## src/rtl/sd_cmd_pkg.sv

```systemverilog
package sd_cmd_pkg;
  // Register offsets, one word each
  localparam logic [7:0] OFS_CMD = 8'h00;
  localparam logic [7:0] OFS_ARG = 8'h04;
  localparam logic [7:0] OFS_RSP01 = 8'h08;
  localparam logic [7:0] OFS_RSP23 = 8'h0c;
  localparam logic [7:0] OFS_RSP45 = 8'h10;
  localparam logic [7:0] OFS_RSP67 = 8'h14;
  localparam logic [7:0] OFS_RSP_INDEX = 8'h18;
  localparam logic [7:0] OFS_STATUS = 8'h1c;
  localparam logic [7:0] OFS_BLK_SIZE = 8'h20;
  localparam logic [7:0] OFS_BLK_COUNT = 8'h24;

  // Command register fields
  localparam int CMD_INDEX_LSB = 0;
  localparam int CMD_INDEX_W = 6;
  localparam int PUSH_PULL_BIT = 7;
  localparam int BUSY_BIT = 8;
  localparam int KIND_LSB = 9;
  localparam int KIND_W = 2;
  localparam int DIR_BIT = 11;
  localparam int STREAM_BIT = 12;
  localparam int DATA_BIT = 13;
  localparam logic [31:0] CMD_WR_MASK = 32'h0000_ffbf;

  // Status register fields
  localparam int ST_ACTIVE_BIT = 0;
  localparam int ST_RSP_DONE_BIT = 1;
  localparam int ST_CRC_ERR_BIT = 2;
  localparam int ST_TIMEOUT_BIT = 3;
  localparam int ST_CARD_BUSY_BIT = 4;
  localparam int ST_DATA_ACTIVE_BIT = 5;
  localparam int ST_CMD_SENT_BIT = 6;

  // Reset values
  localparam logic [31:0] RESET_WORD = 32'h0000_0000;
  localparam logic [15:0] RESET_HALF = 16'h0000;
  localparam logic [7:0] RESET_BYTE = 8'h00;

  // Frame layout
  localparam logic [7:0] FRAME_LEN = 8'h30;
  localparam logic [7:0] LONG_LEN = 8'h88;
  localparam logic [7:0] TX_CRC_POS = 8'h28;
  localparam logic [7:0] LONG_CRC_FIRST = 8'h08;
  localparam logic [7:0] LONG_CRC_END = 8'h80;
  localparam logic START_BIT = 1'b0;
  localparam logic XMIT_BIT = 1'b1;
  localparam logic END_BIT = 1'b1;
  localparam int CRC_W = 7;
  localparam int CRC_LSB = 1;
  localparam logic [6:0] CRC_POLY = 7'h09;
  localparam int WORD_W = 16;
  localparam int RSP_WORDS = 8;
  localparam int IDX_LSB_48 = 40;
  localparam int W7_LSB_48 = 24;
  localparam int W6_LSB_48 = 8;
  localparam int IDX_LSB_136 = 128;
  localparam logic [5:0] STOP_CMD_INDEX = 6'h0c;
  localparam logic [15:0] BUSY_SETTLE_CLKS = 16'h0002;

  // Response kinds
  typedef enum logic [1:0] {
    RSP_NONE = 2'h0,
    RSP_48_CRC = 2'h1,
    RSP_136 = 2'h2,
    RSP_48_NOCRC = 2'h3
  } rsp_kind_t;

  // Command engine states
  typedef enum logic [2:0] {
    ST_IDLE = 3'h0,
    ST_TX = 3'h1,
    ST_RSP_WAIT = 3'h2,
    ST_RSP_RX = 3'h3,
    ST_BUSY = 3'h4
  } cmd_state_t;
endpackage : sd_cmd_pkg

```

## src/rtl/crc7_if.sv

```systemverilog
`timescale 1ns/1ns
`default_nettype none
interface crc7_if;
  logic clear;
  logic shift;
  logic din;
  logic [6:0] crc;
  modport engine(output clear, output shift, output din, input crc);
  modport calc(input clear, input shift, input din, output crc);
endinterface : crc7_if
`default_nettype wire

```

## src/rtl/sd_crc7.sv

```systemverilog
`timescale 1ns/1ns
`default_nettype none
module sd_crc7 (
  // System
  input wire logic clk,
  input wire logic nrst,
  // Engine side
  crc7_if.calc crc_io
);
  // Serial CRC7, one bit per shift; clear beats shift
  always_ff @(posedge clk or negedge nrst) begin
    if (!nrst) begin
      crc_io.crc <= 7'h00;
    end else if (crc_io.clear) begin
      crc_io.crc <= 7'h00;
    end else if (crc_io.shift) begin
      crc_io.crc <= {crc_io.crc[5:0], 1'b0} ^ ((crc_io.din ^ crc_io.crc[6]) ? sd_cmd_pkg::CRC_POLY : 7'h00);
    end
  end
endmodule : sd_crc7
`default_nettype wire

```

## src/rtl/sd_pin_sync.sv

```systemverilog
`timescale 1ns/1ns
`default_nettype none
module sd_pin_sync #(
  parameter int WIDTH = 3
) (
  // System
  input wire logic clk,
  input wire logic nrst,
  // Pins
  input wire logic [WIDTH-1:0] raw,
  output logic [WIDTH-1:0] synced
);
  logic [WIDTH-1:0] stage1;

  // Two flops per pin; stage1 feeds only the second flop
  always_ff @(posedge clk or negedge nrst) begin
    if (!nrst) begin
      stage1 <= '0;
      synced <= '0;
    end else begin
      stage1 <= raw;
      synced <= stage1;
    end
  end
endmodule : sd_pin_sync
`default_nettype wire

```

## src/rtl/sd_command_issue_response.sv

```systemverilog
`timescale 1ns/1ns
`default_nettype none
// Behaviour
// RULE1 - Block transfer stops after size times count bytes.
// RULE2 - Stream transfer runs until a stop command.
// RULE3 - Bit 11: 0 reads card, 1 writes card.
// RULE4 - Kind bits 10-9: none, 48-bit, 136-bit, 48-bit.
// RULE5 - CRC checked for kinds 1h, 2h, not 3h.
// RULE6 - Kind 1h with busy bit 8 waits for card busy.
// RULE7 - Bit 7: open-drain (0) or push-pull (1) drive.
// RULE8 - Index bits 5-0 go into the frame.
// RULE9 - 48-bit frame MSB first: start, transmission, index, argument, CRC7, end.
// RULE10 - Command write starts sending; argument loaded first.
// RULE11 - Argument left alone while a command is sent.
// RULE12 - Argument and command registers unchanged after loading.
// RULE13 - Argument high half 31-16, low half 15-0, resets zero.
// RULE14 - Each response overwrites the words at once.
// RULE15 - Responses land in eight 16-bit words.
// RULE16 - First response byte goes to the index register.
// RULE17 - 48-bit response: index, word 7, word 6, low byte of word 5.
// RULE18 - 136-bit response: index, then 16-bit slices, word 7 to 0.
// RULE19 - Stream and direction matter only with the data flag.
// RULE20 - Start bit 0, transmission bit 1, end bit 1.
// RULE21 - CRC7 x^7+x^3+1 over bits 47-8, same check on responses.
module sd_command_issue_response #(
  parameter int RSP_TIMEOUT_CLKS = 64,
  parameter int BUSY_MAX_CLKS = 65535
) (
  // System
  input wire logic clk,
  input wire logic nrst,
  // Register port
  input wire logic [7:0] addr,
  input wire logic [31:0] wdata,
  input wire logic wr_en,
  input wire logic rd_en,
  output logic [31:0] rdata,
  // Card link
  input wire logic card_clk,
  input wire logic cmd_in,
  output logic cmd_out,
  output logic cmd_oe,
  input wire logic dat0_in,
  // Data path
  input wire logic data_byte_strobe,
  output logic data_active,
  output logic data_write,
  output logic data_stream
);
  // Software visible state
  logic [31:0] command_issue;
  logic [31:0] command_argument;
  logic [15:0] response_words [sd_cmd_pkg::RSP_WORDS];
  logic [7:0] response_index;
  logic [11:0] block_size;
  logic [15:0] block_count;
  logic rsp_done;
  logic crc_err;
  logic rsp_timeout;
  logic cmd_sent;

  // Engine state
  sd_cmd_pkg::cmd_state_t state;
  logic [7:0] tx_cnt;
  logic [7:0] rx_cnt;
  logic [15:0] wait_cnt;
  logic [47:0] tx_shift;
  logic [135:0] rx_shift;
  logic [27:0] bytes_left;

  // Command options latched at start
  sd_cmd_pkg::rsp_kind_t act_kind;
  logic [5:0] act_index;
  logic act_busy;
  logic act_pp;
  logic act_data;
  logic act_stream;
  logic act_dir;

  // Synchronised pins and edge finding
  logic [2:0] pins_sync;
  logic card_clk_s;
  logic cmd_s;
  logic dat0_s;
  logic card_clk_prev;
  logic card_rise;
  logic card_fall;

  // Decoded helpers
  logic cmd_start;
  logic long_rsp;
  logic [7:0] rx_len;
  logic rx_feed;
  logic rx_last;
  logic [135:0] next_rx;
  logic crc_ok;
  logic tx_bit;
  logic tx_end;
  logic wait_timeout;
  logic busy_end;
  logic busy_timeout;
  logic cmd_done;
  logic [27:0] total_bytes;
  logic [31:0] status_word;

  crc7_if crc_bus ();

  sd_pin_sync #(
    .WIDTH(3)
  ) u_pin_sync (
    .clk(clk),
    .nrst(nrst),
    .raw({dat0_in, cmd_in, card_clk}),
    .synced(pins_sync)
  );

  sd_crc7 u_crc7 (
    .clk(clk),
    .nrst(nrst),
    .crc_io(crc_bus.calc)
  );

  assign card_clk_s = pins_sync[0];
  assign cmd_s = pins_sync[1];
  assign dat0_s = pins_sync[2];

  // Card clock history, taken after synchronisation
  always_ff @(posedge clk or negedge nrst) begin
    if (!nrst) begin
      card_clk_prev <= 1'b0;
    end else begin
      card_clk_prev <= card_clk_s;
    end
  end

  assign card_rise = card_clk_s & ~card_clk_prev;
  assign card_fall = ~card_clk_s & card_clk_prev;

  // Event decode for the engine
  assign cmd_start = wr_en && (addr == sd_cmd_pkg::OFS_CMD) && (state == sd_cmd_pkg::ST_IDLE); // RULE10
  assign long_rsp = (act_kind == sd_cmd_pkg::RSP_136); // RULE4
  assign rx_len = long_rsp ? sd_cmd_pkg::LONG_LEN : sd_cmd_pkg::FRAME_LEN; // RULE4
  // Long responses leave their first and last byte out of the check
  assign rx_feed = long_rsp ? ((rx_cnt >= sd_cmd_pkg::LONG_CRC_FIRST) && (rx_cnt < sd_cmd_pkg::LONG_CRC_END))
                            : (rx_cnt < sd_cmd_pkg::TX_CRC_POS); // RULE21
  assign next_rx = {rx_shift[134:0], cmd_s};
  assign rx_last = (state == sd_cmd_pkg::ST_RSP_RX) && card_rise && (rx_cnt == rx_len - 8'h01);
  assign crc_ok = (act_kind == sd_cmd_pkg::RSP_48_NOCRC) ||
                  (next_rx[sd_cmd_pkg::CRC_LSB +: sd_cmd_pkg::CRC_W] == crc_bus.crc); // RULE5
  assign tx_bit = (tx_cnt == sd_cmd_pkg::TX_CRC_POS) ? crc_bus.crc[6] : tx_shift[47];
  assign tx_end = (state == sd_cmd_pkg::ST_TX) && card_fall && (tx_cnt == sd_cmd_pkg::FRAME_LEN);
  assign wait_timeout = (state == sd_cmd_pkg::ST_RSP_WAIT) && card_rise && cmd_s &&
                        (wait_cnt == 16'(RSP_TIMEOUT_CLKS - 1));
  assign busy_end = (state == sd_cmd_pkg::ST_BUSY) && card_rise && dat0_s &&
                    (wait_cnt >= sd_cmd_pkg::BUSY_SETTLE_CLKS);
  assign busy_timeout = (state == sd_cmd_pkg::ST_BUSY) && card_rise && !busy_end &&
                        (wait_cnt == 16'(BUSY_MAX_CLKS - 1));
  assign cmd_done = (tx_end && (act_kind == sd_cmd_pkg::RSP_NONE)) ||
                    (rx_last && !(act_busy && (act_kind == sd_cmd_pkg::RSP_48_CRC))) ||
                    busy_end || busy_timeout || wait_timeout;
  assign total_bytes = {16'h0000, block_size} * {12'h000, block_count};

  // CRC steering; one serial CRC serves transmit and receive
  always_comb begin
    crc_bus.clear = 1'b0;
    crc_bus.shift = 1'b0;
    crc_bus.din = 1'b0;
    case (state)
      sd_cmd_pkg::ST_IDLE: begin
        crc_bus.clear = 1'b1;
      end
      sd_cmd_pkg::ST_TX: begin
        if (card_fall && (tx_cnt < sd_cmd_pkg::TX_CRC_POS)) begin
          crc_bus.shift = 1'b1; // RULE21
          crc_bus.din = tx_shift[47];
        end
        if (tx_end) begin
          crc_bus.clear = 1'b1;
        end
      end
      sd_cmd_pkg::ST_RSP_WAIT: begin
        if (card_rise && !cmd_s && !long_rsp) begin
          crc_bus.shift = 1'b1; // RULE21
          crc_bus.din = 1'b0;
        end
      end
      sd_cmd_pkg::ST_RSP_RX: begin
        if (card_rise && rx_feed) begin
          crc_bus.shift = 1'b1; // RULE21
          crc_bus.din = cmd_s;
        end
      end
      default: begin
        crc_bus.clear = 1'b0;
      end
    endcase
  end

  // Command engine: drive on card clock falls, sample on rises
  always_ff @(posedge clk or negedge nrst) begin
    if (!nrst) begin
      state <= sd_cmd_pkg::ST_IDLE;
      tx_cnt <= 8'h00;
      rx_cnt <= 8'h00;
      wait_cnt <= 16'h0000;
      tx_shift <= '0;
      rx_shift <= '0;
      cmd_out <= 1'b0;
      cmd_oe <= 1'b0;
    end else begin
      case (state)
        sd_cmd_pkg::ST_IDLE: begin
          cmd_oe <= 1'b0;
          cmd_out <= 1'b0;
          if (cmd_start) begin
            // Copy only; the registers keep what was written
            tx_shift <= {sd_cmd_pkg::START_BIT, sd_cmd_pkg::XMIT_BIT, wdata[sd_cmd_pkg::CMD_INDEX_LSB +: 6],
                         command_argument, 7'h00, sd_cmd_pkg::END_BIT}; // RULE8 RULE9 RULE12 RULE20
            tx_cnt <= 8'h00;
            state <= sd_cmd_pkg::ST_TX;
          end
        end
        sd_cmd_pkg::ST_TX: begin
          if (card_fall) begin
            if (tx_cnt == sd_cmd_pkg::FRAME_LEN) begin
              cmd_oe <= 1'b0;
              cmd_out <= 1'b0;
              wait_cnt <= 16'h0000;
              state <= (act_kind == sd_cmd_pkg::RSP_NONE) ? sd_cmd_pkg::ST_IDLE : sd_cmd_pkg::ST_RSP_WAIT; // RULE4
            end else begin
              // Open drain only pulls low; the pull-up makes the ones
              cmd_oe <= act_pp ? 1'b1 : ~tx_bit; // RULE7
              cmd_out <= act_pp ? tx_bit : 1'b0; // RULE7
              tx_cnt <= tx_cnt + 8'h01;
              if (tx_cnt == sd_cmd_pkg::TX_CRC_POS) begin
                tx_shift <= {crc_bus.crc[5:0], tx_shift[40:0], 1'b0}; // RULE9 RULE21
              end else begin
                tx_shift <= {tx_shift[46:0], 1'b0}; // RULE9
              end
            end
          end
        end
        sd_cmd_pkg::ST_RSP_WAIT: begin
          if (card_rise) begin
            if (!cmd_s) begin
              rx_shift <= next_rx;
              rx_cnt <= 8'h01;
              state <= sd_cmd_pkg::ST_RSP_RX;
            end else if (wait_timeout) begin
              state <= sd_cmd_pkg::ST_IDLE;
            end else begin
              wait_cnt <= wait_cnt + 16'h0001;
            end
          end
        end
        sd_cmd_pkg::ST_RSP_RX: begin
          if (card_rise) begin
            rx_shift <= next_rx;
            rx_cnt <= rx_cnt + 8'h01;
            if (rx_last) begin
              wait_cnt <= 16'h0000;
              if (act_busy && (act_kind == sd_cmd_pkg::RSP_48_CRC)) begin
                state <= sd_cmd_pkg::ST_BUSY; // RULE6
              end else begin
                state <= sd_cmd_pkg::ST_IDLE;
              end
            end
          end
        end
        sd_cmd_pkg::ST_BUSY: begin
          // Card holds data line 0 low while busy; a short settle skips the gap
          if (card_rise) begin
            if (busy_end || busy_timeout) begin
              state <= sd_cmd_pkg::ST_IDLE; // RULE6
            end else begin
              wait_cnt <= wait_cnt + 16'h0001;
            end
          end
        end
        default: begin
          state <= sd_cmd_pkg::ST_IDLE;
        end
      endcase
    end
  end

  // Options latched so a later write cannot disturb a frame
  always_ff @(posedge clk or negedge nrst) begin
    if (!nrst) begin
      act_kind <= sd_cmd_pkg::RSP_NONE;
      act_index <= 6'h00;
      act_busy <= 1'b0;
      act_pp <= 1'b0;
      act_data <= 1'b0;
      act_stream <= 1'b0;
      act_dir <= 1'b0;
    end else if (cmd_start) begin
      act_kind <= sd_cmd_pkg::rsp_kind_t'(wdata[sd_cmd_pkg::KIND_LSB +: sd_cmd_pkg::KIND_W]); // RULE4
      act_index <= wdata[sd_cmd_pkg::CMD_INDEX_LSB +: 6]; // RULE8
      act_busy <= wdata[sd_cmd_pkg::BUSY_BIT]; // RULE6
      act_pp <= wdata[sd_cmd_pkg::PUSH_PULL_BIT]; // RULE7
      act_data <= wdata[sd_cmd_pkg::DATA_BIT]; // RULE19
      act_stream <= wdata[sd_cmd_pkg::STREAM_BIT];
      act_dir <= wdata[sd_cmd_pkg::DIR_BIT];
    end
  end

  // Data transfer tracking
  always_ff @(posedge clk or negedge nrst) begin
    if (!nrst) begin
      data_active <= 1'b0;
      data_write <= 1'b0;
      data_stream <= 1'b0;
      bytes_left <= '0;
    end else if (cmd_done && act_data) begin
      data_write <= act_dir; // RULE3 RULE19
      data_stream <= act_stream; // RULE19
      bytes_left <= total_bytes; // RULE1
      data_active <= act_stream || (total_bytes != '0); // RULE1 RULE2
    end else if (cmd_done && data_active && data_stream && (act_index == sd_cmd_pkg::STOP_CMD_INDEX)) begin
      data_active <= 1'b0; // RULE2
    end else if (data_active && !data_stream && data_byte_strobe) begin
      bytes_left <= bytes_left - 28'h000_0001; // RULE1
      if (bytes_left == 28'h000_0001) begin
        data_active <= 1'b0; // RULE1
      end
    end
  end

  // Control registers written by software
  always_ff @(posedge clk or negedge nrst) begin
    if (!nrst) begin
      command_issue <= sd_cmd_pkg::RESET_WORD;
      command_argument <= sd_cmd_pkg::RESET_WORD; // RULE13
      block_size <= 12'h000;
      block_count <= sd_cmd_pkg::RESET_HALF;
    end else if (wr_en) begin
      case (addr)
        sd_cmd_pkg::OFS_CMD: begin
          command_issue <= wdata & sd_cmd_pkg::CMD_WR_MASK;
        end
        sd_cmd_pkg::OFS_ARG: begin
          command_argument <= wdata; // RULE13
        end
        sd_cmd_pkg::OFS_BLK_SIZE: begin
          block_size <= wdata[11:0];
        end
        sd_cmd_pkg::OFS_BLK_COUNT: begin
          block_count <= wdata[15:0];
        end
        default: begin
          block_size <= block_size;
        end
      endcase
    end
  end

  // Response capture beats a software write in one cycle
  always_ff @(posedge clk or negedge nrst) begin
    if (!nrst) begin
      for (int w = 0; w < sd_cmd_pkg::RSP_WORDS; w++) begin
        response_words[w] <= sd_cmd_pkg::RESET_HALF;
      end
      response_index <= sd_cmd_pkg::RESET_BYTE;
    end else if (rx_last) begin
      if (long_rsp) begin
        response_index <= next_rx[sd_cmd_pkg::IDX_LSB_136 +: 8]; // RULE16 RULE18
        for (int w = 0; w < sd_cmd_pkg::RSP_WORDS; w++) begin
          response_words[w] <= next_rx[w * sd_cmd_pkg::WORD_W +: sd_cmd_pkg::WORD_W]; // RULE14 RULE15 RULE18
        end
      end else begin
        response_index <= next_rx[sd_cmd_pkg::IDX_LSB_48 +: 8]; // RULE16 RULE17
        response_words[7] <= next_rx[sd_cmd_pkg::W7_LSB_48 +: sd_cmd_pkg::WORD_W]; // RULE14 RULE17
        response_words[6] <= next_rx[sd_cmd_pkg::W6_LSB_48 +: sd_cmd_pkg::WORD_W]; // RULE17
        response_words[5][7:0] <= next_rx[7:0]; // RULE17
      end
    end else if (wr_en) begin
      for (int p = 0; p < sd_cmd_pkg::RSP_WORDS / 2; p++) begin
        if (addr == 8'(sd_cmd_pkg::OFS_RSP01 + 4 * p)) begin
          response_words[2 * p] <= wdata[15:0];
          response_words[2 * p + 1] <= wdata[31:16];
        end
      end
      if (addr == sd_cmd_pkg::OFS_RSP_INDEX) begin
        response_index <= wdata[7:0];
      end
    end
  end

  // Sticky status flags, write one to clear; a new event beats the clear
  always_ff @(posedge clk or negedge nrst) begin
    if (!nrst) begin
      rsp_done <= 1'b0;
      crc_err <= 1'b0;
      rsp_timeout <= 1'b0;
      cmd_sent <= 1'b0;
    end else begin
      if (rx_last) begin
        rsp_done <= 1'b1;
      end else if (wr_en && (addr == sd_cmd_pkg::OFS_STATUS) && wdata[sd_cmd_pkg::ST_RSP_DONE_BIT]) begin
        rsp_done <= 1'b0;
      end
      if (rx_last && !crc_ok) begin
        crc_err <= 1'b1; // RULE5
      end else if (wr_en && (addr == sd_cmd_pkg::OFS_STATUS) && wdata[sd_cmd_pkg::ST_CRC_ERR_BIT]) begin
        crc_err <= 1'b0;
      end
      if (wait_timeout || busy_timeout) begin
        rsp_timeout <= 1'b1;
      end else if (wr_en && (addr == sd_cmd_pkg::OFS_STATUS) && wdata[sd_cmd_pkg::ST_TIMEOUT_BIT]) begin
        rsp_timeout <= 1'b0;
      end
      if (tx_end) begin
        cmd_sent <= 1'b1;
      end else if (wr_en && (addr == sd_cmd_pkg::OFS_STATUS) && wdata[sd_cmd_pkg::ST_CMD_SENT_BIT]) begin
        cmd_sent <= 1'b0;
      end
    end
  end

  // Status word assembly
  always_comb begin
    status_word = sd_cmd_pkg::RESET_WORD;
    status_word[sd_cmd_pkg::ST_ACTIVE_BIT] = (state != sd_cmd_pkg::ST_IDLE);
    status_word[sd_cmd_pkg::ST_RSP_DONE_BIT] = rsp_done;
    status_word[sd_cmd_pkg::ST_CRC_ERR_BIT] = crc_err;
    status_word[sd_cmd_pkg::ST_TIMEOUT_BIT] = rsp_timeout;
    status_word[sd_cmd_pkg::ST_CARD_BUSY_BIT] = (state == sd_cmd_pkg::ST_BUSY);
    status_word[sd_cmd_pkg::ST_DATA_ACTIVE_BIT] = data_active;
    status_word[sd_cmd_pkg::ST_CMD_SENT_BIT] = cmd_sent;
  end

  // Read data stands one cycle after the strobe; unmapped reads give zero
  always_ff @(posedge clk or negedge nrst) begin
    if (!nrst) begin
      rdata <= sd_cmd_pkg::RESET_WORD;
    end else if (rd_en) begin
      case (addr)
        sd_cmd_pkg::OFS_CMD: rdata <= command_issue;
        sd_cmd_pkg::OFS_ARG: rdata <= command_argument;
        sd_cmd_pkg::OFS_RSP01: rdata <= {response_words[1], response_words[0]};
        sd_cmd_pkg::OFS_RSP23: rdata <= {response_words[3], response_words[2]};
        sd_cmd_pkg::OFS_RSP45: rdata <= {response_words[5], response_words[4]};
        sd_cmd_pkg::OFS_RSP67: rdata <= {response_words[7], response_words[6]};
        sd_cmd_pkg::OFS_RSP_INDEX: rdata <= {24'h00_0000, response_index};
        sd_cmd_pkg::OFS_STATUS: rdata <= status_word;
        sd_cmd_pkg::OFS_BLK_SIZE: rdata <= {20'h0_0000, block_size};
        sd_cmd_pkg::OFS_BLK_COUNT: rdata <= {16'h0000, block_count};
        default: rdata <= sd_cmd_pkg::RESET_WORD;
      endcase
    end else begin
      rdata <= sd_cmd_pkg::RESET_WORD;
    end
  end
endmodule : sd_command_issue_response
`default_nettype wire

```

## config.mk

```make
export PLATFORM = sky130hd
export DESIGN_NAME = sd_command_issue_response
export DESIGN_NICKNAME = d
export VERILOG_FILES = /design/src/rtl/sd_cmd_pkg.sv /design/src/rtl/crc7_if.sv /design/src/rtl/sd_crc7.sv /design/src/rtl/sd_pin_sync.sv /design/src/rtl/sd_command_issue_response.sv
export SDC_FILE = /design/constraint.sdc
export NUM_CORES = 2
export LEC_CHECK = 0
export BUFFER_PORTS_ARGS = -buffer_cell sky130_fd_sc_hd__clkbuf_2
export CAP_MARGIN = 10
export CORE_ASPECT_RATIO = 0.6
export CORE_MARGIN = 4
export CORE_UTILIZATION = 62
export DETAILED_ROUTE_END_ITERATION = 10
export PLACE_DENSITY = 0.79
export SKIP_CTS_REPAIR_TIMING = 1
export SYNTH_ARGS = -nofsm -noshare
export SYNTH_HDL_FRONTEND = slang
export SYNTH_SLANG_ARGS = --single-unit
```

## constraint.sdc

```tcl
create_clock -name clk -period 12.8 [get_ports clk]
set_input_delay 1.28 -clock clk [delete_from_list [all_inputs] [get_ports clk]]
set_output_delay 1.28 -clock clk [all_outputs]
set_load 0.01 [all_outputs]
```

==> results by group <==
Logic synthesis
  – Synth Register Bits: 525
  – Synth Area per Inst: 9.111 µm²
  – Post-Syn Area: 0.02997 mm²
  – EDFF count, synth: 0
  – Post-synth cell types: 78
  – Sequential share of the synthesized area: 0.4383
  – Asr flop ratio synth: 1.000
  – Main synth FF type: dfrtp_1
  – Syn. warnings: 0
  – Post-synthesis cell count: 3290
  – Syn nets: 3552

Clocking
  – TritonCTS buffer count: 49
  – CTS tree: done
  – Latest clock arrival within the worst-skew pair: 0.60 ns
  – H-tree levels: 2
  – CTS Buffer Depth: 3
  – CTS root buf: clkbuf_16
  – Clock sinks: 525
  – Clock slew at reported path FFs: 0.07 ns

Critical path
  – Critical Path End Type: flip-flop
  – Startpoint Class: flip-flop
  – Crit-path cells: nand2_1, fa_1, inv_1, fa_1, fa_1, fa_1, inv_1, fa_1, inv_1, ha_1, and3_1, a21oi_1, o21ai_0, o21ai_0, xor2_1, o2111a_1, nand4_1, nor4_1, a31oi_1
  – Crit path max fanout: 18
  – CP dominant cell by count: fa_1
  – Worst r2r path cells: 19
  – Worst r2r src: block_size[6]
  – Critical path arrival: 7.11 ns
  – Buf/Inv on CP: 3
  – Worst reg2reg setup slack: 6.12 ns
  – Required @ worst endpoint: 13.24 ns
  – Max incr delay on CP: 0.83 ns
  – Reg-to-Reg End: data_active
  – Crit Path Category: reg2reg
  – Slowest cell on the critical path: dfrtp_1
  – Family with the most delay on the worst path: adder cells

GRT
  – Initial antenna violation count: 5
  – Met2 Usage GRT: 0.4705
  – Grt total ovfl: 0
  – Global-route wire length before repair: 141300 µm
  – GRT Max-Usage Layer: met1
  – Met3 usage: 0.1339
  – Vias in the first global route: 24390
  – Met1 Use GR: 0.5213
  – Largest net degree at the start of global routing: 96
  – Total GRT Usage: 0.3474

Pwr
  – Internal power: 0.002656 W
  – Clock power frac: 0.424
  – Switching part of the total: 0.2571
  – Sequential share of power: 0.508
  – Maximum VDD drop: 0.1196 mV
  – Leakage Power: 16.04 nW
  – Sw power: 0.0009189 W
  – PwrDens: 110.4 mW/mm²
  – Logic pwr share: 0.068

Placed design
  – IO buf count: 84
  – GP Congestion: 0.9469
  – Hpwl dp: 62170 µm
  – Setup WS pre-CTS: 5.766 ns

STA
  – Max Fclk: 0.1498 GHz
  – Slew Limit Fails: 0
  – Final worst slack: 6.124 ns
  – Slew at the pin with the worst max-slew slack: 1.208 ns
  – Final Cycle Share: 0.5215
  – RSZ-0062 raised after global routing: false
  – # setup viols final: 0
  – Total negative slack: 0 ns
  – Final hold vios: 0
  – Fin crit period: 6.676 ns
  – Slew HR: 0.1927
  – Clock skew: 0.01796 ns

Worst hold path
  – Hold EP: u_pin_sync.synced[1]
  – Worst Hold Depth: 0
  – Min-delay src: u_pin_sync.stage1[1]
  – Hold WC Path Type: reg2reg

Routing
  – DRT antenna net count: 0
  – Via-per-instance ratio: 6.483
  – Detailed-route via count: 25510
  – DRC Markers: 0
  – Post-DR wirelength/cell: 23.21 µm
  – Initial drt markers: 3289
  – Routed WL: 91320 µm
  – DR pass1 iterations: 8

Layout
  – Final core occ: 0.6773
  – Most common cell after layout, fill and taps aside: nand2_1
  – Syn-to-layout area delta: 7.973%
  – Layout cells sized above 1: 0.09386
  – Post-layout nets: 3519
  – Most frequent cells in the layout: nand2_1 (856), dfrtp_1 (525), a21oi_1 (244)

Die
  – Core Area: 0.04779 mm²
  – Die width: 291.9 µm
  – Initial Util: 0.6273
  – I/O Pins: 85
  – Die Span Y: 178.3 µm
  – Die area: 0.05204 mm²
  – # rows: 62

Run
  – Max-Cap Viols: 0

Outcome
  – Status: complete, no violations
## Yosys cell counts (all sizes together) (3+ instances only)
cell type / number / share of area
o31ai: 8 / 0.0020
a31oi: 77 / 0.016
a21boi: 4 / 0.0010
xor2: 34 / 0.0099
a22oi: 59 / 0.015
and2: 93 / 0.019
nand2b: 10 / 0.0021
a222oi: 18 / 0.0060
nor4b: 3 / 0.0011
or4: 6 / 0.0016
nand3: 38 / 0.0063
nor2b: 9 / 0.0019
o21ai: 70 / 0.012
o211a: 3 / 0.0010
nor3b: 3 / 0.00075
inv: 195 / 0.024
or2: 4 / 0.00092
dfrtp: 525 / 0.44
fa: 140 / 0.094
mux2: 82 / 0.031
and3: 62 / 0.013
nor2: 193 / 0.025
a221oi: 12 / 0.0035
mux2i: 24 / 0.0080
xnor2: 26 / 0.0076
o41ai: 3 / 0.00088
o22ai: 3 / 0.00063
buf: 45 / 0.0076
nor4: 16 / 0.0033
o21a: 7 / 0.0018
a21o: 12 / 0.0033
nand3b: 10 / 0.0029
or3: 5 / 0.0012
ha: 74 / 0.031
nor3: 23 / 0.0042
o211ai: 6 / 0.0015
nand2: 861 / 0.11
a22o: 24 / 0.0070
a211oi: 51 / 0.013
nand4: 23 / 0.0048
clkbuf: 158 / 0.020
a21oi: 245 / 0.041
o311ai: 5 / 0.0015
## per-layer routing
layer	wire, µm	share of wire
met5	21	0.00023
met2	36690	0.40
met3	13910	0.15
met4	2524	0.028
met1	38180	0.42
## worst max path at each step
stage / from / cells after the start / slack, ns / end
3_3_place_gp: block_size[6] / 19 / 5.84 / data_active
6_report: block_size[6] / 19 / 6.12 / data_active
2_1_floorplan: block_size[3] / 22 / 7.09 / data_active
3_5_place_dp: block_size[6] / 19 / 5.77 / data_active
4_1_cts: block_size[6] / 19 / 5.76 / data_active
5_1_grt: block_size[3] / 20 / 5.90 / data_active
## metrics by stage
| step | std cells | hold WS (ns) | total power [W] | cell area [µm²] |
|---|---|---|---|---|
| 4_1_cts | 3931 | 0.3499 | 0.003572 | 32350 |
| 2_1_floorplan | 3290 | 0.3312 | 0.001947 | 29980 |
| 3_5_place_dp | 3845 | 0.3355 | 0.002076 | 30710 |
| 3_3_place_gp | 3845 | 0.3344 | 0.002062 | 30710 |
| 5_1_grt | 3935 | 0.3577 | 0.003679 | 32360 |
| 6_report | 3935 | 0.3492 | 0.003575 | 32360 |
## power groups by stage
stage | Combinational (W) | Clock, W | Sequential (W)
6_report | 0.000243 | 0.00152 | 0.00182
5_1_grt | 0.000270 | 0.00159 | 0.00182
4_1_cts | 0.000240 | 0.00152 | 0.00181
3_5_place_dp | 0.000236 | 0 | 0.00184
3_3_place_gp | 0.000228 | 0 | 0.00183
2_1_floorplan | 0.000151 | 0 | 0.00180
## registers in the layout, summed over array words and instances, names as in the netlist, 16 cells and up
signal and cells:
block_count 16, command_argument 32, response_words 128, wait_cnt 16, tx_shift 48, rx_shift 135, rdata 32, bytes_left 28
## final cells by class
class                           instances  area [µm²]
Fill cell                            3688       15420
Multi-Input combinational cell       2367       15360
Sequential cell                       525       13140
Clock buffer                           72        1454
Tap cell                              640       800.8
Inverter                              195       732.0
Timing Repair Buffer                  119       690.7
Clock inverter                         14       183.9
Antenna cell                            3       7.507
## worst reg2reg max path, cell delays in order, from the launching register on
cell	delay, ns
dfrtp_1	0.83
nand2_1	0.19
fa_1	0.57
inv_1	0.05
fa_1	0.56
fa_1	0.43
fa_1	0.54
inv_1	0.06
fa_1	0.48
inv_1	0.05
ha_1	0.39
and3_1	0.24
a21oi_1	0.09
o21ai_0	0.55
o21ai_0	0.23
xor2_1	0.41
o2111a_1	0.31
nand4_1	0.13
nor4_1	0.28
a31oi_1	0.12
## cell families (layout without fill, tap and decap cells)
family / count (synthesis) / in the layout / share of synthesized area
compound gates: 623 / 623 / 0.1313
other cells: 0 / 3 / 0
flops: 525 / 525 / 0.4383
xor+xnor: 60 / 60 / 0.01753
buf+inv: 398 / 400 / 0.05184
simple gates: 1364 / 1364 / 0.1978
mux: 106 / 106 / 0.03882
fa+ha+maj: 214 / 214 / 0.1244
Power figures use the tool's default switching activity.
